File: config.mk
export PLATFORM = sky130hd
export DESIGN_NAME = spp_switch_port_policy
export DESIGN_NICKNAME = d
export VERILOG_FILES = /design/src/rtl/spp_pkg.sv /design/src/rtl/spp_sync2.sv /design/src/rtl/spp_rate_limiter.sv /design/src/rtl/spp_switch_port_policy.sv
export VERILOG_INCLUDE_DIRS = /design/src /design/src/rtl
export SDC_FILE = /design/constraint.sdc
export NUM_CORES = 1
export LEC_CHECK = 0
export ABC_AREA = 1
export BUFFER_PORTS_ARGS = -buffer_cell sky130_fd_sc_hd__buf_2
export CORE_MARGIN = 1.5
export CORE_UTILIZATION = 66
export DETAILED_ROUTE_END_ITERATION = 16
export MAX_ROUTING_LAYER = met4
export PLACE_DENSITY_LB_ADDON = 0.15
export SETUP_SLACK_MARGIN = 0.2
export SLEW_MARGIN = 20
export SYNTH_ARGS = -nofsm -noshare
export SYNTH_HDL_FRONTEND = slang
export SYNTH_HIERARCHICAL = 1
export SYNTH_SLANG_ARGS = --single-unit
File: constraint.sdc
create_clock -name I_SYS_CLK -period 5.8 [get_ports I_SYS_CLK]
set_input_delay 1.16 -clock I_SYS_CLK [delete_from_list [all_inputs] [get_ports I_SYS_CLK]]
set_output_delay 1.16 -clock I_SYS_CLK [all_outputs]
set_load 0.02 [all_outputs]
File: src/rtl/spp_cfg.svh
// constants for the switch port policy block: offsets, fields, resets, timing
//
// Contract
// - each external port runs fixed 10, fixed 100, or auto-negotiated rate
// - each external port runs full, half, or auto-negotiated duplex
// - advertise option keeps advertising fixed settings; enabled after reset
// - limiter modes off, broadcast capped 128 kbit/s; broadcast is default
// - third mode caps multicast plus broadcast at 1024 kbit/s, drops excess
// - per ingress port a permitted destination set gates forwarding
// - all forwarding permissions between the three ports active after reset
// - send periodic discovery frames and accept neighbours' discovery frames
// - discovery only on external ports, off after reset
// - send-only: transmit discovery, discard received discovery frames
// - receive-only: no discovery transmit, deliver received ones
// - combined: transmit discovery and deliver received ones
// - egress mirroring copies every transmitted frame to mirror port; the code does not copy frames that came in on the destination port
// - ingress mirroring copies every received frame to mirror port
// - combined mirroring copies both directions to mirror port
// - destination port emits copies; off ports excluded; off after reset
`ifndef SPP_CFG_SVH
`define SPP_CFG_SVH

// register map, byte addresses
`define SPP_ADDR_W 8
`define SPP_REG_CFG_A 8'h00
`define SPP_REG_CFG_B 8'h04
`define SPP_REG_FWD 8'h08
`define SPP_REG_DISC 8'h0C
`define SPP_REG_MIR 8'h10
`define SPP_REG_STAT 8'h14
`define SPP_REG_LIM_DROP 8'h18
`define SPP_REG_MIR_DROP 8'h1C

// port configuration word
`define SPP_CFG_W 7
`define SPP_CFG_SPD_LSB 0
`define SPP_CFG_DUP_LSB 2
`define SPP_CFG_ADV_BIT 4
`define SPP_CFG_LIM_LSB 5
`define SPP_CFG_RST 7'h30

// per-port field strides in matrix, discovery and mirror words
`define SPP_FWD_STRIDE 4
`define SPP_FWD_RST 12'h356
`define SPP_DISC_STRIDE 2
`define SPP_MIR_STRIDE 4

// port indices
`define SPP_PORT_A 2'h0
`define SPP_PORT_B 2'h1
`define SPP_PORT_CPU 2'h2

// rates and timing
`define SPP_CLK_HZ 20000000
`define SPP_LIM_BC_KBPS 11'h080
`define SPP_LIM_MC_KBPS 11'h400
`define SPP_CREDIT_THR (`SPP_CLK_HZ * 8 / 1000)
`define SPP_BKT_BYTES 2048
`define SPP_LEN_W 11
`define SPP_DISC_PERIOD_MS 30000
`define SPP_DISC_PERIOD_CYC (`SPP_DISC_PERIOD_MS * (`SPP_CLK_HZ / 1000))
`define SPP_CNT_W 16

`endif

File: src/rtl/spp_pkg.sv
// types for the switch port policy block
package spp_pkg;
    typedef enum logic [1:0] {SPP_SPD_ANEG = 2'h0, SPP_SPD_10 = 2'h1,
        SPP_SPD_100 = 2'h2} spp_speed_t;
    typedef enum logic [1:0] {SPP_DUP_ANEG = 2'h0, SPP_DUP_FULL = 2'h1,
        SPP_DUP_HALF = 2'h2} spp_dup_t;
    typedef enum logic [1:0] {SPP_LIM_OFF = 2'h0, SPP_LIM_BC = 2'h1,
        SPP_LIM_MCBC = 2'h2} spp_lim_t;
    typedef enum logic [1:0] {SPP_DISC_OFF = 2'h0, SPP_DISC_SEND = 2'h1,
        SPP_DISC_RECV = 2'h2, SPP_DISC_BOTH = 2'h3} spp_disc_t;
    typedef enum logic [2:0] {SPP_MIR_OFF = 3'h0, SPP_MIR_EGR = 3'h1,
        SPP_MIR_ING = 3'h2, SPP_MIR_BOTH = 3'h3,
        SPP_MIR_DEST = 3'h4} spp_mir_t;
endpackage

File: src/rtl/spp_sync2.sv
// two-stage synchroniser for pin inputs
`timescale 1ns/1ps
module spp_sync2 #(
    parameter int W = 1
)(
    input wire logic i_clk,
    input wire logic i_reset_n,
    input wire logic [W-1:0] i_d,
    output logic [W-1:0] o_q
);
    logic [W-1:0] meta_ff;

    // first stage is read only by the second
    always_ff @(posedge i_clk)
    begin
        if (!i_reset_n)
        begin
            meta_ff <= '0;
            o_q <= '0;
        end
        else
        begin
            meta_ff <= i_d;
            o_q <= meta_ff;
        end
    end
endmodule // spp_sync2

File: src/rtl/spp_rate_limiter.sv
// token bucket limiter for one external port
`timescale 1ns/1ps
`include "spp_cfg.svh"
module spp_rate_limiter #(
    parameter int LEN_W = `SPP_LEN_W,
    parameter int BKT_W = 12,
    parameter logic [BKT_W-1:0] BKT_MAX = BKT_W'(`SPP_BKT_BYTES)
)(
    input wire logic i_clk,
    input wire logic i_reset_n,
    input wire logic [10:0] i_rate_kbps,
    input wire logic [LEN_W-1:0] i_len,
    input wire logic i_charge,
    output logic o_ok
);
    localparam logic [17:0] THR = 18'(`SPP_CREDIT_THR);
    logic [17:0] acc_ff;
    logic [17:0] acc_sum;
    logic credit;
    logic [BKT_W-1:0] tok_ff;
    logic [BKT_W-1:0] nxt_tok;

    // fractional accumulator: one byte of credit per THR kbit-cycles
    assign acc_sum = acc_ff + 18'(i_rate_kbps);
    assign credit = (acc_sum >= THR);

    always_ff @(posedge i_clk)
    begin
        if (!i_reset_n)
            acc_ff <= '0;
        else
            acc_ff <= credit ? acc_sum - THR : acc_sum;
    end

    // a frame passes only if the whole frame fits in the bucket
    assign o_ok = (tok_ff >= BKT_W'(i_len));

    // refill at rate, charge per byte of an accepted frame
    always_comb
    begin
        nxt_tok = tok_ff;
        if (i_charge && o_ok)
            nxt_tok = nxt_tok - BKT_W'(i_len);
        if (credit && nxt_tok < BKT_MAX)
            nxt_tok = nxt_tok + 1'b1;
    end

    always_ff @(posedge i_clk)
    begin
        if (!i_reset_n)
            tok_ff <= BKT_MAX;
        else
            tok_ff <= nxt_tok;
    end
endmodule // spp_rate_limiter

File: src/rtl/spp_switch_port_policy.sv
// port policy for a three-port switch: phy modes, limiter, matrix, mirror
`timescale 1ns/1ps
`include "spp_cfg.svh"
module spp_switch_port_policy
    import spp_pkg::*;
#(
    parameter int LEN_W = `SPP_LEN_W,
    parameter int DISC_PERIOD_CYC = `SPP_DISC_PERIOD_CYC
)(
    input wire logic I_SYS_CLK,
    input wire logic I_RESET_N,
    input wire logic [`SPP_ADDR_W-1:0] I_REG_ADDR,
    input wire logic [31:0] I_REG_WDATA,
    input wire logic I_REG_WR,
    input wire logic I_REG_RD,
    output logic [31:0] O_REG_RDATA,
    input wire logic [1:0] I_LINK_100,
    input wire logic [1:0] I_LINK_FULL,
    output logic [1:0] O_ANEG_EN,
    output logic [1:0] O_FORCE_100,
    output logic [1:0] O_FORCE_FULL,
    output logic [7:0] O_ADV_ABIL,
    input wire logic I_RX_VALID,
    input wire logic [1:0] I_RX_PORT,
    input wire logic [LEN_W-1:0] I_RX_LEN,
    input wire logic I_RX_BCAST,
    input wire logic I_RX_MCAST,
    input wire logic I_RX_DISC,
    input wire logic [2:0] I_RX_DEST,
    input wire logic I_MIR_READY,
    output logic O_DEC_VALID,
    output logic [2:0] O_DEC_FWD,
    output logic O_DEC_DROP,
    output logic O_DEC_DISC_DELIVER,
    output logic O_DEC_MIRROR,
    output logic [1:0] O_MIR_PORT,
    output logic [1:0] O_DISC_SEND
);

    ////////////////////////////////////////////////////////////////////////
    // configuration registers

    logic [`SPP_CFG_W-1:0] port_cfg_ff [0:1];
    logic [2:0] fwd_ff [0:2];
    logic [1:0] disc_ff [0:1];
    logic [2:0] mir_ff [0:2];
    logic [`SPP_CNT_W-1:0] lim_drop_ff;
    logic [`SPP_CNT_W-1:0] mir_drop_ff;
    localparam logic [11:0] FWD_RST = `SPP_FWD_RST; // a literal cannot be sliced
    logic [1:0] link_100_s;
    logic [1:0] link_full_s;
    logic [1:0] eff_100;
    logic [1:0] eff_full;

    // per-port speed, duplex, advertise and limiter words
    always_ff @(posedge I_SYS_CLK)
    begin
        if (!I_RESET_N)
        begin
            port_cfg_ff[0] <= `SPP_CFG_RST;
            port_cfg_ff[1] <= `SPP_CFG_RST;
        end
        else if (I_REG_WR && I_REG_ADDR == `SPP_REG_CFG_A)
            port_cfg_ff[0] <= I_REG_WDATA[`SPP_CFG_W-1:0];
        else if (I_REG_WR && I_REG_ADDR == `SPP_REG_CFG_B)
            port_cfg_ff[1] <= I_REG_WDATA[`SPP_CFG_W-1:0];
    end

    // forwarding matrix, one row of permitted targets per ingress port
    always_ff @(posedge I_SYS_CLK)
    begin
        if (!I_RESET_N)
        begin
            for (int r = 0; r < 3; r++)
                fwd_ff[r] <= FWD_RST[r*`SPP_FWD_STRIDE +: 3];
        end
        else if (I_REG_WR && I_REG_ADDR == `SPP_REG_FWD)
        begin
            for (int r = 0; r < 3; r++)
                fwd_ff[r] <= I_REG_WDATA[r*`SPP_FWD_STRIDE +: 3];
        end
    end

    // discovery mode of the two external ports
    always_ff @(posedge I_SYS_CLK)
    begin
        if (!I_RESET_N)
        begin
            disc_ff[0] <= SPP_DISC_OFF;
            disc_ff[1] <= SPP_DISC_OFF;
        end
        else if (I_REG_WR && I_REG_ADDR == `SPP_REG_DISC)
        begin
            for (int d = 0; d < 2; d++)
                disc_ff[d] <= I_REG_WDATA[d*`SPP_DISC_STRIDE +: 2];
        end
    end

    // mirror role of each of the three ports
    always_ff @(posedge I_SYS_CLK)
    begin
        if (!I_RESET_N)
        begin
            for (int m = 0; m < 3; m++)
                mir_ff[m] <= SPP_MIR_OFF;
        end
        else if (I_REG_WR && I_REG_ADDR == `SPP_REG_MIR)
        begin
            for (int m = 0; m < 3; m++)
                mir_ff[m] <= I_REG_WDATA[m*`SPP_MIR_STRIDE +: 3];
        end
    end

    ////////////////////////////////////////////////////////////////////////
    // phy mode control and resolved link state

    spp_sync2 #(
        .W(4)
    ) u_link_sync (
        .i_clk(I_SYS_CLK),
        .i_reset_n(I_RESET_N),
        .i_d({I_LINK_FULL, I_LINK_100}),
        .o_q({link_full_s, link_100_s})
    );

    genvar g;
    generate
        for (g = 0; g < 2; g++)
        begin : g_phy
            spp_speed_t spd;
            spp_dup_t dup;
            logic adv_fixed;
            logic [1:0] spd_set;
            logic [1:0] dup_set;

            assign spd = spp_speed_t'(port_cfg_ff[g][`SPP_CFG_SPD_LSB +: 2]);
            assign dup = spp_dup_t'(port_cfg_ff[g][`SPP_CFG_DUP_LSB +: 2]);
            assign adv_fixed = port_cfg_ff[g][`SPP_CFG_ADV_BIT];
            // allowed speeds {100,10} and duplexes {full,half}
            assign spd_set = (spd == SPP_SPD_10) ? 2'h1 :
                             (spd == SPP_SPD_100) ? 2'h2 : 2'h3;
            assign dup_set = (dup == SPP_DUP_HALF) ? 2'h1 :
                             (dup == SPP_DUP_FULL) ? 2'h2 : 2'h3;

            // negotiation stays on for fixed modes when advertising them
            always_ff @(posedge I_SYS_CLK)
            begin
                if (!I_RESET_N)
                begin
                    O_ANEG_EN[g] <= 1'b1;
                    O_FORCE_100[g] <= 1'b0;
                    O_FORCE_FULL[g] <= 1'b0;
                    O_ADV_ABIL[g*4 +: 4] <= 4'hF;
                end
                else
                begin
                    O_ANEG_EN[g] <= spd == SPP_SPD_ANEG ||
                        dup == SPP_DUP_ANEG || adv_fixed;
                    O_FORCE_100[g] <= (spd == SPP_SPD_100);
                    O_FORCE_FULL[g] <= (dup == SPP_DUP_FULL);
                    // ability bits: 10h, 10f, 100h, 100f
                    O_ADV_ABIL[g*4 +: 4] <= {spd_set[1] & dup_set[1],
                        spd_set[1] & dup_set[0], spd_set[0] & dup_set[1],
                        spd_set[0] & dup_set[0]};
                end
            end

            // resolved state: negotiated result or the forced value
            assign eff_100[g] = (spd == SPP_SPD_ANEG) ? link_100_s[g] :
                                (spd == SPP_SPD_100);
            assign eff_full[g] = (dup == SPP_DUP_ANEG) ? link_full_s[g] :
                                 (dup == SPP_DUP_FULL);
        end
    endgenerate

    ////////////////////////////////////////////////////////////////////////
    // inbound limiters and discovery transmit timers

    logic [1:0] lim_ok;
    logic [1:0] lim_charge;
    logic [1:0] lim_class;
    logic [1:0] disc_pulse_ff;

    generate
        for (g = 0; g < 2; g++)
        begin : g_ext
            spp_lim_t lmode;
            logic [10:0] rate;
            logic [31:0] disc_cnt_ff;
            logic sends;

            assign lmode = spp_lim_t'(port_cfg_ff[g][`SPP_CFG_LIM_LSB +: 2]);
            assign rate = (lmode == SPP_LIM_BC) ? `SPP_LIM_BC_KBPS :
                          (lmode == SPP_LIM_MCBC) ? `SPP_LIM_MC_KBPS :
                          11'h000;
            // which frames of this port fall under the limiter
            assign lim_class[g] = (lmode == SPP_LIM_BC && I_RX_BCAST) ||
                (lmode == SPP_LIM_MCBC && (I_RX_BCAST || I_RX_MCAST));
            assign lim_charge[g] = I_RX_VALID && lim_class[g] &&
                I_RX_PORT == 2'(g);

            spp_rate_limiter #(
                .LEN_W(LEN_W)
            ) u_lim (
                .i_clk(I_SYS_CLK),
                .i_reset_n(I_RESET_N),
                .i_rate_kbps(rate),
                .i_len(I_RX_LEN),
                .i_charge(lim_charge[g]),
                .o_ok(lim_ok[g])
            );

            // periodic trigger for the discovery frame transmitter
            assign sends = disc_ff[g] == SPP_DISC_SEND ||
                disc_ff[g] == SPP_DISC_BOTH;

            always_ff @(posedge I_SYS_CLK)
            begin
                if (!I_RESET_N)
                begin
                    disc_cnt_ff <= '0;
                    disc_pulse_ff[g] <= 1'b0;
                end
                else if (!sends)
                begin
                    disc_cnt_ff <= '0;
                    disc_pulse_ff[g] <= 1'b0;
                end
                else if (disc_cnt_ff == 32'(DISC_PERIOD_CYC - 1))
                begin
                    disc_cnt_ff <= '0;
                    disc_pulse_ff[g] <= 1'b1;
                end
                else
                begin
                    disc_cnt_ff <= disc_cnt_ff + 32'h1;
                    disc_pulse_ff[g] <= 1'b0;
                end
            end
        end
    endgenerate

    assign O_DISC_SEND = disc_pulse_ff;

    ////////////////////////////////////////////////////////////////////////
    // per-frame decision

    logic ext_port;
    logic port_ok;
    logic is_disc;
    logic lim_drop;
    logic [2:0] fwd;
    logic deliver;
    logic [2:0] egr_set;
    logic [2:0] ing_set;
    logic [1:0] dest_idx;
    logic dest_vld;
    logic want_mir;

    // lowest-numbered port in destination role takes the copies
    always_comb
    begin
        dest_idx = `SPP_PORT_A;
        dest_vld = 1'b0;
        for (int m = 2; m >= 0; m--)
        begin
            if (mir_ff[m] == SPP_MIR_DEST)
            begin
                dest_idx = 2'(m);
                dest_vld = 1'b1;
            end
        end
    end

    // which ports copy their outgoing or incoming traffic
    always_comb
    begin
        for (int m = 0; m < 3; m++)
        begin
            egr_set[m] = mir_ff[m] == SPP_MIR_EGR ||
                mir_ff[m] == SPP_MIR_BOTH;
            ing_set[m] = mir_ff[m] == SPP_MIR_ING ||
                mir_ff[m] == SPP_MIR_BOTH;
        end
    end

    // discovery frames from the external ports never get forwarded; they are delivered or dropped
    always_comb
    begin
        ext_port = I_RX_PORT == `SPP_PORT_A || I_RX_PORT == `SPP_PORT_B;
        port_ok = ext_port || I_RX_PORT == `SPP_PORT_CPU;
        is_disc = ext_port && I_RX_DISC;
        deliver = is_disc && (disc_ff[I_RX_PORT[0]] == SPP_DISC_RECV ||
            disc_ff[I_RX_PORT[0]] == SPP_DISC_BOTH);
        lim_drop = ext_port && lim_class[I_RX_PORT[0]] &&
            !lim_ok[I_RX_PORT[0]];
        fwd = 3'h0;
        if (port_ok && !is_disc && !lim_drop)
            fwd = I_RX_DEST & fwd_ff[I_RX_PORT] &
                ~(3'h1 << I_RX_PORT);
        want_mir = dest_vld && port_ok && I_RX_PORT != dest_idx &&
            (ing_set[I_RX_PORT] || |(fwd & egr_set));
    end

    // decision outputs stand for one cycle after the request
    always_ff @(posedge I_SYS_CLK)
    begin
        if (!I_RESET_N)
        begin
            O_DEC_VALID <= 1'b0;
            O_DEC_FWD <= 3'h0;
            O_DEC_DROP <= 1'b0;
            O_DEC_DISC_DELIVER <= 1'b0;
            O_DEC_MIRROR <= 1'b0;
            O_MIR_PORT <= `SPP_PORT_A;
        end
        else
        begin
            O_DEC_VALID <= I_RX_VALID;
            O_DEC_FWD <= I_RX_VALID ? fwd : 3'h0;
            O_DEC_DROP <= I_RX_VALID && fwd == 3'h0 && !deliver;
            O_DEC_DISC_DELIVER <= I_RX_VALID && deliver;
            // no room at the mirror port: the copy alone is lost
            O_DEC_MIRROR <= I_RX_VALID && want_mir && I_MIR_READY;
            O_MIR_PORT <= dest_idx;
        end
    end

    ////////////////////////////////////////////////////////////////////////
    // drop counters, wrap around, cleared only by reset

    always_ff @(posedge I_SYS_CLK)
    begin
        if (!I_RESET_N)
            lim_drop_ff <= '0;
        else if (I_RX_VALID && lim_drop && !is_disc)
            lim_drop_ff <= lim_drop_ff + 1'b1;
    end

    always_ff @(posedge I_SYS_CLK)
    begin
        if (!I_RESET_N)
            mir_drop_ff <= '0;
        else if (I_RX_VALID && want_mir && !I_MIR_READY)
            mir_drop_ff <= mir_drop_ff + 1'b1;
    end

    ////////////////////////////////////////////////////////////////////////
    // register read, data one cycle after the strobe, zero elsewhere

    always_ff @(posedge I_SYS_CLK)
    begin
        if (!I_RESET_N)
            O_REG_RDATA <= 32'h0;
        else if (!I_REG_RD)
            O_REG_RDATA <= 32'h0;
        else
        begin
            case (I_REG_ADDR)
                `SPP_REG_CFG_A: O_REG_RDATA <= 32'(port_cfg_ff[0]);
                `SPP_REG_CFG_B: O_REG_RDATA <= 32'(port_cfg_ff[1]);
                `SPP_REG_FWD: O_REG_RDATA <= {20'h0, 1'b0, fwd_ff[2],
                    1'b0, fwd_ff[1], 1'b0, fwd_ff[0]};
                `SPP_REG_DISC: O_REG_RDATA <= {28'h0, disc_ff[1], disc_ff[0]};
                `SPP_REG_MIR: O_REG_RDATA <= {20'h0, 1'b0, mir_ff[2],
                    1'b0, mir_ff[1], 1'b0, mir_ff[0]};
                `SPP_REG_STAT: O_REG_RDATA <= {28'h0, eff_full[1], eff_100[1],
                    eff_full[0], eff_100[0]};
                `SPP_REG_LIM_DROP: O_REG_RDATA <= 32'(lim_drop_ff);
                `SPP_REG_MIR_DROP: O_REG_RDATA <= 32'(mir_drop_ff);
                default: O_REG_RDATA <= 32'h0;
            endcase
        end
    end

endmodule // spp_switch_port_policy

==> results of run 1 <==
-- flip-flops by register name, indices dropped and copies added, names as in the netlist, 3 cells and up --
signal,cells
O_ADV_ABIL,8
O_DEC_FWD,3
O_REG_RDATA,16
disc_ff,4
fwd_ff,9
g_ext.disc_cnt_ff,64
g_ext.u_lim/acc_ff,36
g_ext.u_lim/tok_ff,24
lim_drop_ff,16
mir_drop_ff,16
mir_ff,9
port_cfg_ff,14
u_link_sync/meta_ff,4
u_link_sync/o_q,4
-- per-stage QoR --
stage	hold slack [ps]	setup WS [ps]	total power, uW	instances	util, %
after floorplan	386	2480	2530	2210	-
after global placement	395	2060	2680	2541	70.0
final	413	2270	4500	2588	74.1
after CTS	412	2330	4490	2588	74.1
after detailed placement	397	2030	2700	2541	70.0
after global routing	441	2050	4700	2588	74.1
-- cells by family (layout without fill, tap and decap cells) --
| logic type | Yosys count | count (layout) | synth area share (%) |
|---|---|---|---|
| adders and majority gates | 58 | 58 | 4.94 |
| muxes | 1 | 1 | 0.0655 |
| and+or+nand+nor | 1159 | 1159 | 36.9 |
| xor gates and xnor gates | 55 | 55 | 3.20 |
| buffers and inverters | 388 | 481 | 10.6 |
| DFF | 241 | 241 | 33.9 |
| other | 1 | 36 | 0.0245 |
| AOI/OAI and AO/OA | 272 | 272 | 10.3 |
-- critical path: cells and delay by family, from the launching register on --
kind / cells / cell delay (ps)
AND/OR/NAND/NOR: 14 / 1560
buffers and inverters: 5 / 560
AO/OA/AOI/OAI: 2 / 290
flip-flops: 1 / 420
XOR/XNOR: 1 / 200
adder cells (fa/ha/maj): 2 / 420
-- synth_stat cells (all sizes together) (8+ instances only) --
| library cell | n | area [um^2] |
|---|---|---|
| dfxtp | 205 | 4100 |
| a21oi | 137 | 708 |
| buf | 38 | 312 |
| nand3 | 132 | 808 |
| nor2 | 235 | 1010 |
| nor3 | 72 | 468 |
| nor3b | 11 | 103 |
| inv | 336 | 1260 |
| nand3b | 21 | 158 |
| ha | 54 | 676 |
| nand2 | 589 | 2390 |
| nand4 | 65 | 452 |
| clkbuf | 8 | 30.0 |
| xnor2 | 18 | 158 |
| o22ai | 12 | 75.1 |
| xor2 | 37 | 332 |
| nor4 | 16 | 128 |
| edfxtp | 36 | 1080 |
| o21ai | 77 | 442 |
-- area by class of cell --
class | count | area, um^2
Inverter | 342 | 1280
Multi-Input combinational cell | 1581 | 8600
Clock buffer | 37 | 774
Clock inverter | 10 | 158
Fill cell | 1838 | 5870
Sequential cell | 241 | 5180
Tap cell | 285 | 357
Timing Repair Buffer | 92 | 473
-- metal layers --
layer,vias to the layer above,global-route usage (%)
li1,7227,-
met1,6509,39.1
met2,461,51.7
met3,94,3.26
met4,0,10.7
met5,-,-
-- power breakdown --
| part | internal, uW | total [uW] | leakage, uW | switching [uW] |
|---|---|---|---|---|
| Sequential | 1770 | 1810 | 0.00201 | 40.9 |
| Combinational | 293 | 901 | 0.00512 | 608 |
| Clock | 1100 | 1780 | 0.000450 | 677 |
-- worst paths after layout --
path                                      from                                   to  slack [ps]  depth (start not counted)
min          u_link_sync/meta_ff[2]$_SDFF_PN0_        u_link_sync/o_q[2]$_SDFF_PN0_         410                          2
max               port_cfg_ff[0][12]$_DFFE_PP_  g_ext[1].u_lim/tok_ff[8]$_SDFF_PN0_        2270                         24
max reg2reg       port_cfg_ff[0][12]$_DFFE_PP_  g_ext[1].u_lim/tok_ff[8]$_SDFF_PN0_        2270                         24
min reg2reg  u_link_sync/meta_ff[2]$_SDFF_PN0_        u_link_sync/o_q[2]$_SDFF_PN0_         410                          2
==> flow_results.xml, run 1 <==
<?xml version="1.0" encoding="UTF-8"?>
<metrics>
  <group name="outcome">
    <metric name="run_status" unit="">completed</metric>
  </group>
  <group name="synth">
    <metric name="synth_async_sr_flop_share" unit="%">0</metric>
    <metric name="syn_area_per_cell" unit="um^2">7.03</metric>
    <metric name="synth-seq-cells" unit="">241</metric>
    <metric name="syn_area" unit="um^2">15300</metric>
    <metric name="netlist-cell-type-count" unit="">67</metric>
    <metric name="yosysSeqAreaShare" unit="%">33.9</metric>
    <metric name="syn_inst" unit="">2175</metric>
    <metric name="synth-edff-count" unit="">36</metric>
    <metric name="synth_top_flop_cell" unit="">sky130_fd_sc_hd__dfxtp_1</metric>
    <metric name="yosys_warnings" unit="">6</metric>
  </group>
  <group name="finish">
    <metric name="postLayoutCellArea" unit="um^2">16800</metric>
    <metric name="syn_to_final_growth" unit="%">10.2</metric>
    <metric name="highest_count_cells_in_the_layout_ignoring_fill_and_taps" unit="">534 x sky130_fd_sc_hd__nand2_1, 317 x sky130_fd_sc_hd__inv_1, 205 x sky130_fd_sc_hd__dfxtp_1</metric>
    <metric name="final_common_cell" unit="">sky130_fd_sc_hd__nand2_1</metric>
    <metric name="layout-drive-gt1-share" unit="%">13.4</metric>
    <metric name="num-nets-final" unit="">2411</metric>
    <metric name="diodes" unit="">0</metric>
  </group>
  <group name="clock_network">
    <metric name="cts_num_sinks" unit="">241</metric>
    <metric name="root_buffer" unit="">sky130_fd_sc_hd__clkbuf_16</metric>
    <metric name="clk_latency" unit="ps">540</metric>
    <metric name="ctsHtreeMaxLevel" unit="">1</metric>
    <metric name="cts_max_path_buffers" unit="">3</metric>
    <metric name="ctsHoldBuffers" unit="">0</metric>
    <metric name="postCtsSetupRepairBufs" unit="">0</metric>
    <metric name="worst_setup_hold_path_clk_slew" unit="ps">60</metric>
    <metric name="tritoncts" unit="">done</metric>
    <metric name="tritoncts.num_buffers" unit="">26</metric>
    <metric name="postCtsResizedCells" unit="">0</metric>
  </group>
  <group name="global_route">
    <metric name="grt_pass1_wl" unit="um">60200</metric>
    <metric name="antenna_violations_before_repair" unit="">0</metric>
    <metric name="global_route.usage.total" unit="%">30.9</metric>
    <metric name="overflow" unit="">0</metric>
    <metric name="grt_start_max_net_pins" unit="">42</metric>
    <metric name="grt_pass1_vias" unit="">13300</metric>
  </group>
  <group name="drt">
    <metric name="dr.max_layer_used" unit="">met4</metric>
    <metric name="remaining_drc_errors" unit="">0</metric>
    <metric name="routed_wire_length_per_instance" unit="um">14.0</metric>
    <metric name="drt_first_pass_iters" unit="">6</metric>
    <metric name="overall_via_count_from_detail_route" unit="">14300</metric>
    <metric name="drt_first_iter_violations" unit="">1158</metric>
    <metric name="postRouteAntennaNets" unit="">0</metric>
    <metric name="vias_per_cell" unit="">5.52</metric>
    <metric name="drt-met1-wl" unit="um">15800</metric>
    <metric name="wl_met2" unit="um">17000</metric>
    <metric name="dr_wl_met3" unit="um">2210</metric>
    <metric name="routed_wirelength" unit="um">36100</metric>
  </group>
  <group name="setup_path">
    <metric name="crit_path_start_kind" unit="">register</metric>
    <metric name="timing.critical_path.required" unit="ps">6250</metric>
    <metric name="slowest_delay" unit="ps">420</metric>
    <metric name="timing.critical_path.slowest_stage_cell" unit="">sky130_fd_sc_hd__edfxtp_1</metric>
    <metric name="critPathArrivalTime" unit="ps">3990</metric>
    <metric name="critical_path.cell_chain" unit="">inv_1 -&gt; nor2_1 -&gt; ha_1 -&gt; nand2_1 -&gt; nand2_1 -&gt; inv_1 -&gt; nand2_1 -&gt; inv_1 -&gt; o211ai_1 -&gt; xor2_1 -&gt; inv_1 -&gt; ha_1 -&gt; nand3b_1 -&gt; nor2_1 -&gt; nand3_1 -&gt; nor2_1 -&gt; nand2_1 -&gt; nor2_1 -&gt; nand3_1 -&gt; nand3_4 -&gt; nand2_4 -&gt; inv_1 -&gt; nand2_1 -&gt; a21oi_1</metric>
    <metric name="timing.setup.critical_path_class" unit="">register to register</metric>
    <metric name="path_max_fanout" unit="">17</metric>
    <metric name="worst_setup_path_end_kind" unit="">register</metric>
  </group>
  <group name="timing">
    <metric name="unrepaired_setup_endpoints_after_global_routing" unit="">false</metric>
    <metric name="final_number_of_hold_violating_endpoints" unit="">0</metric>
    <metric name="worst-slew-pin-transition" unit="ps">1040</metric>
    <metric name="finClkSkew" unit="ps">10.4</metric>
    <metric name="final.min_clock_period" unit="ps">3530</metric>
    <metric name="timing.setup.tns" unit="ps">0</metric>
    <metric name="final_max_slew_viol_count" unit="">0</metric>
    <metric name="slew_headroom" unit="%">30.1</metric>
    <metric name="finalCritPeriodShare" unit="%">60.9</metric>
    <metric name="timing.final.setup_violations" unit="">0</metric>
    <metric name="maxClockFrequency" unit="GHz">0.283</metric>
  </group>
  <group name="die">
    <metric name="chipWidth" unit="um">155</metric>
    <metric name="rows" unit="">55</metric>
    <metric name="floorplan.initialDensity" unit="%">67.3</metric>
    <metric name="ioPinCount" unit="">126</metric>
    <metric name="core_area" unit="um^2">22700</metric>
    <metric name="die-height" unit="um">155</metric>
    <metric name="design.die.area" unit="um^2">24100</metric>
  </group>
  <group name="power">
    <metric name="p_leak" unit="uW">0.00758</metric>
    <metric name="power_per_cell_area" unit="nW/um^2">267</metric>
    <metric name="power.ir.vdd_worst" unit="mV">0.229</metric>
  </group>
  <group name="run">
    <metric name="max_cap_viol_count" unit="">0</metric>
  </group>
  <group name="placement">
    <metric name="cell_area_placed" unit="um^2">15900</metric>
    <metric name="port_buffers" unit="">87</metric>
    <metric name="detailed_place_hpwl" unit="um">27600</metric>
    <metric name="gpl.final_weighted_congestion" unit="">0.938</metric>
  </group>
  <group name="min_path">
    <metric name="hold_class" unit="">register to register</metric>
  </group>
</metrics>
No activity file was read; power rests on OpenSTA's default activity.
==> run 2, diff against run 1 <==
CORE_UTILIZATION = 61   (was 66)
clock period = 3.4 ns   (was 5.8 ns; I/O delays follow)
==> run 2 against run 1 <==
Global-route usage is 2.1 points lower. Count of clock-buffer cells in the layout is 4 higher. Power increased by 67%. Critical endpoint is now g_ext[1].u_lim/acc_ff[12]$_SDFF_PN0_. Largest power group unchanged. Clock power up 54%. Largest cell class unchanged. Core utilization down 4.1 points. Combinational power up 83%. Flip-flop and latch count is the same. Worst hold slack got worse by 80 ps.
==> flow_results.xml, run 2 (synthesized netlist as in run 1, its figures left out) <==
<?xml version="1.0" encoding="UTF-8"?>
<metrics>
  <group name="global_route">
    <metric name="global_route.usage.total" unit="%">28.8</metric>
    <metric name="grt_start_max_net_pins" unit="">24</metric>
    <metric name="antenna_violations_before_repair" unit="">1</metric>
    <metric name="overflow" unit="">0</metric>
    <metric name="grt_pass1_wl" unit="um">60600</metric>
    <metric name="grt_pass1_vias" unit="">13300</metric>
  </group>
  <group name="placement">
    <metric name="cell_area_placed" unit="um^2">16100</metric>
    <metric name="gpl.final_weighted_congestion" unit="">0.919</metric>
    <metric name="port_buffers" unit="">87</metric>
    <metric name="placed_cells_incl_taps" unit="">2594</metric>
    <metric name="detailed_place_hpwl" unit="um">28300</metric>
  </group>
  <group name="die">
    <metric name="die-height" unit="um">161</metric>
    <metric name="core_area" unit="um^2">24500</metric>
    <metric name="floorplan.initialDensity" unit="%">62.5</metric>
    <metric name="ioPinCount" unit="">126</metric>
    <metric name="rows" unit="">57</metric>
    <metric name="chipWidth" unit="um">161</metric>
    <metric name="design.die.area" unit="um^2">26000</metric>
  </group>
  <group name="timing">
    <metric name="timing.final.setup_violations" unit="">0</metric>
    <metric name="final_number_of_hold_violating_endpoints" unit="">0</metric>
    <metric name="finalCritPeriodShare" unit="%">90.2</metric>
    <metric name="finClkSkew" unit="ps">17.1</metric>
    <metric name="unrepaired_setup_endpoints_after_global_routing" unit="">true</metric>
    <metric name="timing.setup.tns" unit="ps">0</metric>
    <metric name="final_max_slew_viol_count" unit="">0</metric>
    <metric name="maxClockFrequency" unit="GHz">0.326</metric>
    <metric name="slew_headroom" unit="%">52.3</metric>
    <metric name="worst-slew-pin-transition" unit="ps">713</metric>
    <metric name="fin_worst_hold_slack" unit="ps">333</metric>
    <metric name="final.min_clock_period" unit="ps">3070</metric>
  </group>
  <group name="drt">
    <metric name="remaining_drc_errors" unit="">0</metric>
    <metric name="drt_first_iter_violations" unit="">1158</metric>
    <metric name="drt_first_pass_iters" unit="">6</metric>
    <metric name="postRouteAntennaNets" unit="">0</metric>
    <metric name="routed_wirelength" unit="um">36700</metric>
    <metric name="vias_per_cell" unit="">5.41</metric>
    <metric name="routed_wire_length_per_instance" unit="um">13.8</metric>
    <metric name="overall_via_count_from_detail_route" unit="">14300</metric>
  </group>
  <group name="setup_path">
    <metric name="critical_path_buf_inv_count" unit="">4</metric>
    <metric name="slowest_delay" unit="ps">370</metric>
    <metric name="timing.critical_path.required" unit="ps">3810</metric>
    <metric name="critical-path-top-cell-by-count" unit="">sky130_fd_sc_hd__nand2_2</metric>
    <metric name="critPathArrivalTime" unit="ps">3480</metric>
    <metric name="crit_path_leading_delay_family" unit="">simple AND/OR/NAND/NOR gates</metric>
    <metric name="crit_path_start_kind" unit="">register</metric>
    <metric name="timing.setup.critical_path_class" unit="">register to register</metric>
    <metric name="path_max_fanout" unit="">6</metric>
    <metric name="critical_path.cell_chain" unit="">ha_1 -&gt; nand2_2 -&gt; nand2_2 -&gt; inv_2 -&gt; nand2_2 -&gt; inv_2 -&gt; o211ai_1 -&gt; xor2_1 -&gt; inv_1 -&gt; ha_2 -&gt; nand3b_1 -&gt; nor2_1 -&gt; nand3_1 -&gt; nor2_2 -&gt; nand2_2 -&gt; nor2_2 -&gt; nand3_2 -&gt; nand3_4 -&gt; buf_8 -&gt; nand2_1 -&gt; o21ai_1 -&gt; a21oi_1</metric>
    <metric name="worst_setup_path_end_kind" unit="">register</metric>
    <metric name="timing.critical_path.slowest_stage_cell" unit="">sky130_fd_sc_hd__ha_1</metric>
  </group>
  <group name="power">
    <metric name="power.ir.vdd_worst" unit="mV">0.411</metric>
    <metric name="switching_share" unit="%">30.3</metric>
    <metric name="power_per_cell_area" unit="nW/um^2">438</metric>
    <metric name="power.combinational.fraction" unit="%">22.0</metric>
    <metric name="p_int" unit="uW">5220</metric>
    <metric name="power.clock.fraction" unit="%">36.7</metric>
    <metric name="p_sw" unit="uW">2270</metric>
    <metric name="p_leak" unit="uW">0.00767</metric>
    <metric name="sequentialPowerShare" unit="%">41.3</metric>
  </group>
  <group name="clock_network">
    <metric name="worst_setup_hold_path_clk_slew" unit="ps">60</metric>
    <metric name="tritoncts" unit="">done</metric>
    <metric name="cts_max_path_buffers" unit="">3</metric>
    <metric name="ctsHoldBuffers" unit="">0</metric>
    <metric name="clk_latency" unit="ps">540</metric>
    <metric name="cts_num_sinks" unit="">241</metric>
    <metric name="root_buffer" unit="">sky130_fd_sc_hd__clkbuf_16</metric>
    <metric name="ctsHtreeMaxLevel" unit="">1</metric>
    <metric name="tritoncts.num_buffers" unit="">26</metric>
  </group>
  <group name="finish">
    <metric name="final.fill_count" unit="">2111</metric>
    <metric name="final_cell_count_no_fill" unit="">2653</metric>
    <metric name="seqCellArea" unit="um^2">5180</metric>
    <metric name="reg_top3" unit="">g_ext.disc_cnt_ff x64, g_ext.u_lim/acc_ff x36, g_ext.u_lim/tok_ff x24</metric>
    <metric name="regMostFlops" unit="">g_ext.disc_cnt_ff</metric>
    <metric name="final_common_cell" unit="">sky130_fd_sc_hd__nand2_1</metric>
    <metric name="final_core_util" unit="%">70.0</metric>
    <metric name="largest_reg_flops" unit="">64</metric>
    <metric name="layout-drive-gt1-share" unit="%">15.5</metric>
    <metric name="multi_input_comb_area" unit="um^2">8720</metric>
    <metric name="postLayoutCellArea" unit="um^2">17100</metric>
    <metric name="syn_to_final_growth" unit="%">12.0</metric>
    <metric name="num-nets-final" unit="">2436</metric>
    <metric name="highest_count_cells_in_the_layout_ignoring_fill_and_taps" unit="">527 x sky130_fd_sc_hd__nand2_1, 310 x sky130_fd_sc_hd__inv_1, 205 x sky130_fd_sc_hd__dfxtp_1</metric>
  </group>
  <group name="run">
    <metric name="max_cap_viol_count" unit="">0</metric>
  </group>
  <group name="min_path">
    <metric name="hold_class" unit="">primary input to register</metric>
  </group>
  <group name="outcome">
    <metric name="run_status" unit="">completed</metric>
  </group>
</metrics>
==> run 2: worst paths after layout <==
kind                                        from                                   end  slack (ps)  cells after the start
max          g_ext[1].u_lim/acc_ff[8]$_SDFF_PN0_  g_ext[1].u_lim/acc_ff[12]$_SDFF_PN0_         330                     22
min                               I_LINK_FULL[1]     u_link_sync/meta_ff[3]$_SDFF_PN0_         330                      3
max reg2reg  g_ext[1].u_lim/acc_ff[8]$_SDFF_PN0_  g_ext[1].u_lim/acc_ff[12]$_SDFF_PN0_         330                     22
min reg2reg    u_link_sync/meta_ff[2]$_SDFF_PN0_         u_link_sync/o_q[2]$_SDFF_PN0_         400                      2
==> run 2: what timing repair did <==
action | CTS | global route
resized for setup | 3 | 44
buffers inserted | 2 | 7
pin swaps | 1 | 21
cloned | 0 | 2
endpoints found under the setup margin | 14 | 32
==> run 2: worst min-delay path, cell delays in order <==
cell and delay (ps):
sky130_fd_sc_hd__buf_2 70, sky130_fd_sc_hd__nand2_1 50, sky130_fd_sc_hd__inv_1 40
==> run 2: stage by stage <==
stage,total power (uW),worst slack [ps]
finish,7490,334
global route,7880,57.7
CTS,7400,211
detailed placement,4650,131
global placement,4610,144
floorplan,4320,557
==> run 2: cell type report <==
class                      instances  area share (%)
inverter                         342            7.53
tap                              324            2.37
multi-input combinational       1582            50.9
antenna                            1          0.0146
timing repair buffer             116            4.00
clock inverter                     6           0.387
sequential                       241            30.3
clock buffer                      41            4.48
==> run 2: routing by layer <==
layer / track usage [%] / up-vias / part of all wire, %
li1: - / 7292 / -
met1: 36.4 / 6547 / 44
met2: 48.2 / 435 / 48
met3: 3.44 / 72 / 5.7
met4: 8.84 / 0 / 2.7
met5: - / - / 0
==> run 2: power groups by stage <==
stage | clock (uW) | sequential (uW) | combinational, uW
2_1_floorplan | 0 | 3150 | 1170
3_3_place_gp | 0 | 3150 | 1460
3_5_place_dp | 0 | 3150 | 1500
4_1_cts | 2790 | 3090 | 1510
5_1_grt | 2910 | 3110 | 1860
6_report | 2750 | 3090 | 1650
==> run 3, diff against run 2 <==
CORE_UTILIZATION = 25   (was 61)
==> run 3 against run 2 <==
Final cell count rose by 18%. Critical path depth rose by 2. Flip-flop and latch count is the same. First-iteration DRC count decreased by 46%. Sequential share of layout area down 1.6 points. Final area rose by 5.4%. Core utilization down 40 points. Combinational power is essentially flat. Non-clock buffer count rose by 12. Power increased by 10%. Largest power group is now clock. Highest routed layer unchanged.
==> flow_results.xml, run 3 (synthesized netlist as in run 1, its figures left out) <==
<?xml version="1.0" encoding="UTF-8"?>
<metrics>
  <group name="outcome">
    <metric name="run_status" unit="">completed</metric>
  </group>
  <group name="clock_network">
    <metric name="cts_num_sinks" unit="">241</metric>
    <metric name="ctsHtreeMaxLevel" unit="">1</metric>
    <metric name="ctsHoldBuffers" unit="">0</metric>
    <metric name="tritoncts.num_buffers" unit="">30</metric>
    <metric name="root_buffer" unit="">sky130_fd_sc_hd__clkbuf_16</metric>
    <metric name="cts_max_path_buffers" unit="">3</metric>
    <metric name="tritoncts" unit="">done</metric>
    <metric name="worst_setup_hold_path_clk_slew" unit="ps">60</metric>
    <metric name="clk_latency" unit="ps">570</metric>
  </group>
  <group name="die">
    <metric name="floorplan.initialDensity" unit="%">25.3</metric>
    <metric name="core_area" unit="um^2">60400</metric>
    <metric name="rows" unit="">90</metric>
    <metric name="design.die.area" unit="um^2">62600</metric>
    <metric name="die-height" unit="um">250</metric>
    <metric name="ioPinCount" unit="">126</metric>
    <metric name="chipWidth" unit="um">250</metric>
  </group>
  <group name="timing">
    <metric name="final_number_of_hold_violating_endpoints" unit="">0</metric>
    <metric name="timing.final.setup_violations" unit="">0</metric>
    <metric name="final.min_clock_period" unit="ps">3080</metric>
    <metric name="final_max_slew_viol_count" unit="">0</metric>
    <metric name="finalCritPeriodShare" unit="%">90.7</metric>
    <metric name="finClkSkew" unit="ps">9.98</metric>
    <metric name="unrepaired_setup_endpoints_after_global_routing" unit="">true</metric>
    <metric name="worst-slew-pin-transition" unit="ps">831</metric>
    <metric name="layout_setup_ws" unit="ps">316</metric>
    <metric name="slew_headroom" unit="%">44.5</metric>
    <metric name="timing.setup.tns" unit="ps">0</metric>
    <metric name="maxClockFrequency" unit="GHz">0.324</metric>
  </group>
  <group name="setup_path">
    <metric name="critical_path.cell_chain" unit="">inv_2 -&gt; nor2_4 -&gt; ha_4 -&gt; nand2_2 -&gt; nand2_2 -&gt; inv_2 -&gt; nand2_2 -&gt; inv_2 -&gt; o211ai_1 -&gt; xor2_1 -&gt; inv_1 -&gt; ha_2 -&gt; nand3b_1 -&gt; nor2_2 -&gt; nand3_1 -&gt; nor2_1 -&gt; nand2_1 -&gt; nor2_1 -&gt; nand3_2 -&gt; nand3_4 -&gt; buf_12 -&gt; nand3_1 -&gt; o21ai_0 -&gt; nor2_1</metric>
    <metric name="worst_setup_path_end_kind" unit="">register</metric>
    <metric name="timing.critical_path.slowest_stage_cell" unit="">sky130_fd_sc_hd__edfxtp_1</metric>
    <metric name="slowest_delay" unit="ps">410</metric>
    <metric name="reg2regPathDepth" unit="">24</metric>
    <metric name="timing.rr.end" unit="">g_ext[1].u_lim/acc_ff[13]$_SDFF_PN0_</metric>
    <metric name="timing.critical_path.required" unit="ps">3860</metric>
    <metric name="path_max_fanout" unit="">12</metric>
    <metric name="setup.reg_to_reg.worst_slack" unit="ps">320</metric>
    <metric name="worst_r2r_startpoint" unit="">port_cfg_ff[0][12]$_DFFE_PP_</metric>
    <metric name="critical_path_buf_inv_count" unit="">5</metric>
    <metric name="crit_path_start_kind" unit="">register</metric>
    <metric name="crit_path_leading_delay_family" unit="">simple AND/OR/NAND/NOR gates</metric>
    <metric name="timing.setup.critical_path_class" unit="">register to register</metric>
    <metric name="critPathArrivalTime" unit="ps">3550</metric>
  </group>
  <group name="finish">
    <metric name="highest_count_cells_in_the_layout_ignoring_fill_and_taps" unit="">529 x sky130_fd_sc_hd__nand2_1, 310 x sky130_fd_sc_hd__inv_1, 205 x sky130_fd_sc_hd__dfxtp_1</metric>
    <metric name="regMostFlops" unit="">g_ext.disc_cnt_ff</metric>
    <metric name="postLayoutCellArea" unit="um^2">18100</metric>
    <metric name="reg_top3" unit="">g_ext.disc_cnt_ff x64, g_ext.u_lim/acc_ff x36, g_ext.u_lim/tok_ff x24</metric>
    <metric name="final.fill_count" unit="">6701</metric>
    <metric name="layout-drive-gt1-share" unit="%">16.2</metric>
    <metric name="diodes" unit="">0</metric>
    <metric name="final_cell_count_no_fill" unit="">3131</metric>
    <metric name="final_common_cell" unit="">sky130_fd_sc_hd__nand2_1</metric>
    <metric name="multi_input_comb_area" unit="um^2">8700</metric>
    <metric name="num-nets-final" unit="">2452</metric>
    <metric name="largest_reg_flops" unit="">64</metric>
    <metric name="syn_to_final_growth" unit="%">18.1</metric>
    <metric name="seqCellArea" unit="um^2">5180</metric>
  </group>
  <group name="placement">
    <metric name="placed_cells_incl_taps" unit="">3062</metric>
    <metric name="detailed_place_hpwl" unit="um">33400</metric>
    <metric name="cell_area_placed" unit="um^2">16800</metric>
    <metric name="placement.setup.worst_slack" unit="ps">126</metric>
    <metric name="port_buffers" unit="">87</metric>
    <metric name="gpl.final_weighted_congestion" unit="">0.833</metric>
  </group>
  <group name="drt">
    <metric name="postRouteAntennaNets" unit="">0</metric>
    <metric name="routed_wire_length_per_instance" unit="um">13.6</metric>
    <metric name="remaining_drc_errors" unit="">0</metric>
    <metric name="overall_via_count_from_detail_route" unit="">13900</metric>
    <metric name="routed_wirelength" unit="um">42600</metric>
    <metric name="drt_first_iter_violations" unit="">625</metric>
    <metric name="drt_first_pass_iters" unit="">4</metric>
    <metric name="vias_per_cell" unit="">4.45</metric>
  </group>
  <group name="min_path">
    <metric name="hold_path_startpoint" unit="">I_LINK_FULL[1]</metric>
    <metric name="hold_depth" unit="">3</metric>
    <metric name="whs_endpoint" unit="">u_link_sync/meta_ff[3]$_SDFF_PN0_</metric>
    <metric name="hold_class" unit="">primary input to register</metric>
  </group>
  <group name="global_route">
    <metric name="global_route.usage.total" unit="%">13.9</metric>
    <metric name="overflow" unit="">0</metric>
    <metric name="grt_pass1_wl" unit="um">69200</metric>
    <metric name="grt_pass1_vias" unit="">13500</metric>
    <metric name="grt_start_max_net_pins" unit="">55</metric>
    <metric name="antenna_violations_before_repair" unit="">0</metric>
  </group>
  <group name="power">
    <metric name="power.ir.vdd_worst" unit="mV">0.355</metric>
    <metric name="p_leak" unit="uW">0.00786</metric>
    <metric name="total_power" unit="uW">8270</metric>
    <metric name="power_per_cell_area" unit="nW/um^2">458</metric>
  </group>
  <group name="run">
    <metric name="max_cap_viol_count" unit="">0</metric>
  </group>
</metrics>
run 3: cell count changes in the layout (fill, tap and decap cells not counted), moves of 5 or more:
cell,change
sky130_fd_sc_hd__bufinv_16,+5
sky130_fd_sc_hd__clkbuf_8,-5
sky130_fd_sc_hd__clkbuf_16,+5
sky130_fd_sc_hd__clkbuf_1,-7
sky130_fd_sc_hd__buf_4,+8
run 3: how the worst max path moves through the flow:
| stage | start | end | slack [ps] | cells after the start |
|---|---|---|---|---|
| floorplan | I_RX_LEN[0] | g_ext[1].u_lim/tok_ff[6]$_SDFF_PN0_ | 560 | 17 |
| global route | port_cfg_ff[0][12]$_DFFE_PP_ | g_ext[1].u_lim/tok_ff[10]$_SDFF_PN0_ | 70 | 25 |
| detailed placement | port_cfg_ff[0][12]$_DFFE_PP_ | g_ext[1].u_lim/tok_ff[8]$_SDFF_PN0_ | 130 | 24 |
| finish | port_cfg_ff[0][12]$_DFFE_PP_ | g_ext[1].u_lim/acc_ff[13]$_SDFF_PN0_ | 320 | 24 |
| CTS | port_cfg_ff[0][12]$_DFFE_PP_ | g_ext[1].u_lim/acc_ff[10]$_SDFF_PN0_ | 210 | 24 |
| global placement | port_cfg_ff[0][12]$_DFFE_PP_ | g_ext[1].u_lim/tok_ff[5]$_SDFF_PN0_ | 170 | 24 |
run 3: worst reg2reg max path, stage by stage (launching register included):
cell	delay, ps
sky130_fd_sc_hd__edfxtp_1	410
sky130_fd_sc_hd__inv_2	100
sky130_fd_sc_hd__nor2_4	50
sky130_fd_sc_hd__ha_4	160
sky130_fd_sc_hd__nand2_2	50
sky130_fd_sc_hd__nand2_2	70
sky130_fd_sc_hd__inv_2	60
sky130_fd_sc_hd__nand2_2	50
sky130_fd_sc_hd__inv_2	60
sky130_fd_sc_hd__o211ai_1	150
sky130_fd_sc_hd__xor2_1	230
sky130_fd_sc_hd__inv_1	110
sky130_fd_sc_hd__ha_2	190
sky130_fd_sc_hd__nand3b_1	100
sky130_fd_sc_hd__nor2_2	130
sky130_fd_sc_hd__nand3_1	90
sky130_fd_sc_hd__nor2_1	110
sky130_fd_sc_hd__nand2_1	80
sky130_fd_sc_hd__nor2_1	120
sky130_fd_sc_hd__nand3_2	100
sky130_fd_sc_hd__nand3_4	140
sky130_fd_sc_hd__buf_12	140
sky130_fd_sc_hd__nand3_1	80
sky130_fd_sc_hd__o21ai_0	160
sky130_fd_sc_hd__nor2_1	50
run 3: stage by stage:
step                hold WS (ps)  utilization (%)
floorplan                    386                -
global placement             395             27.8
detailed placement           400             27.8
CTS                          261             29.6
global route                 300             29.9
finish                       296             29.9
run 3: final cells by class:
class | instances | area share [%]
inverters | 342 | 7.15
repair buffers | 128 | 4.48
well taps | 782 | 5.42
flip-flops and latches | 241 | 28.7
clock buffers | 35 | 4.55
multi-input cells | 1582 | 48.2
clock inverters | 21 | 1.46
run 3: power by group:
| part | total [uW] | internal, uW | switching [uW] |
|---|---|---|---|
| registers | 3100 | 3020 | 73.1 |
| clock network | 3510 | 2180 | 1330 |
| logic | 1670 | 585 | 1080 |
run 3: routing by layer:
metal	global-route usage [%]	vias to the layer above	share of wire, %	wire length (um)
met5	-	-	0	0
met4	3.45	0	1.8	777
met3	1.77	63	3.5	1480
met2	22.3	196	45	19300
met1	18.3	6370	49	21000
li1	-	7301	-	-
run 3: what timing repair did:
action / 4_1_cts / 5_1_grt
cloned: 0 / 1
setup buffers: 2 / 10
gates resized for setup: 2 / 41
endpoints found under the setup margin: 13 / 40
pin swaps: 3 / 21
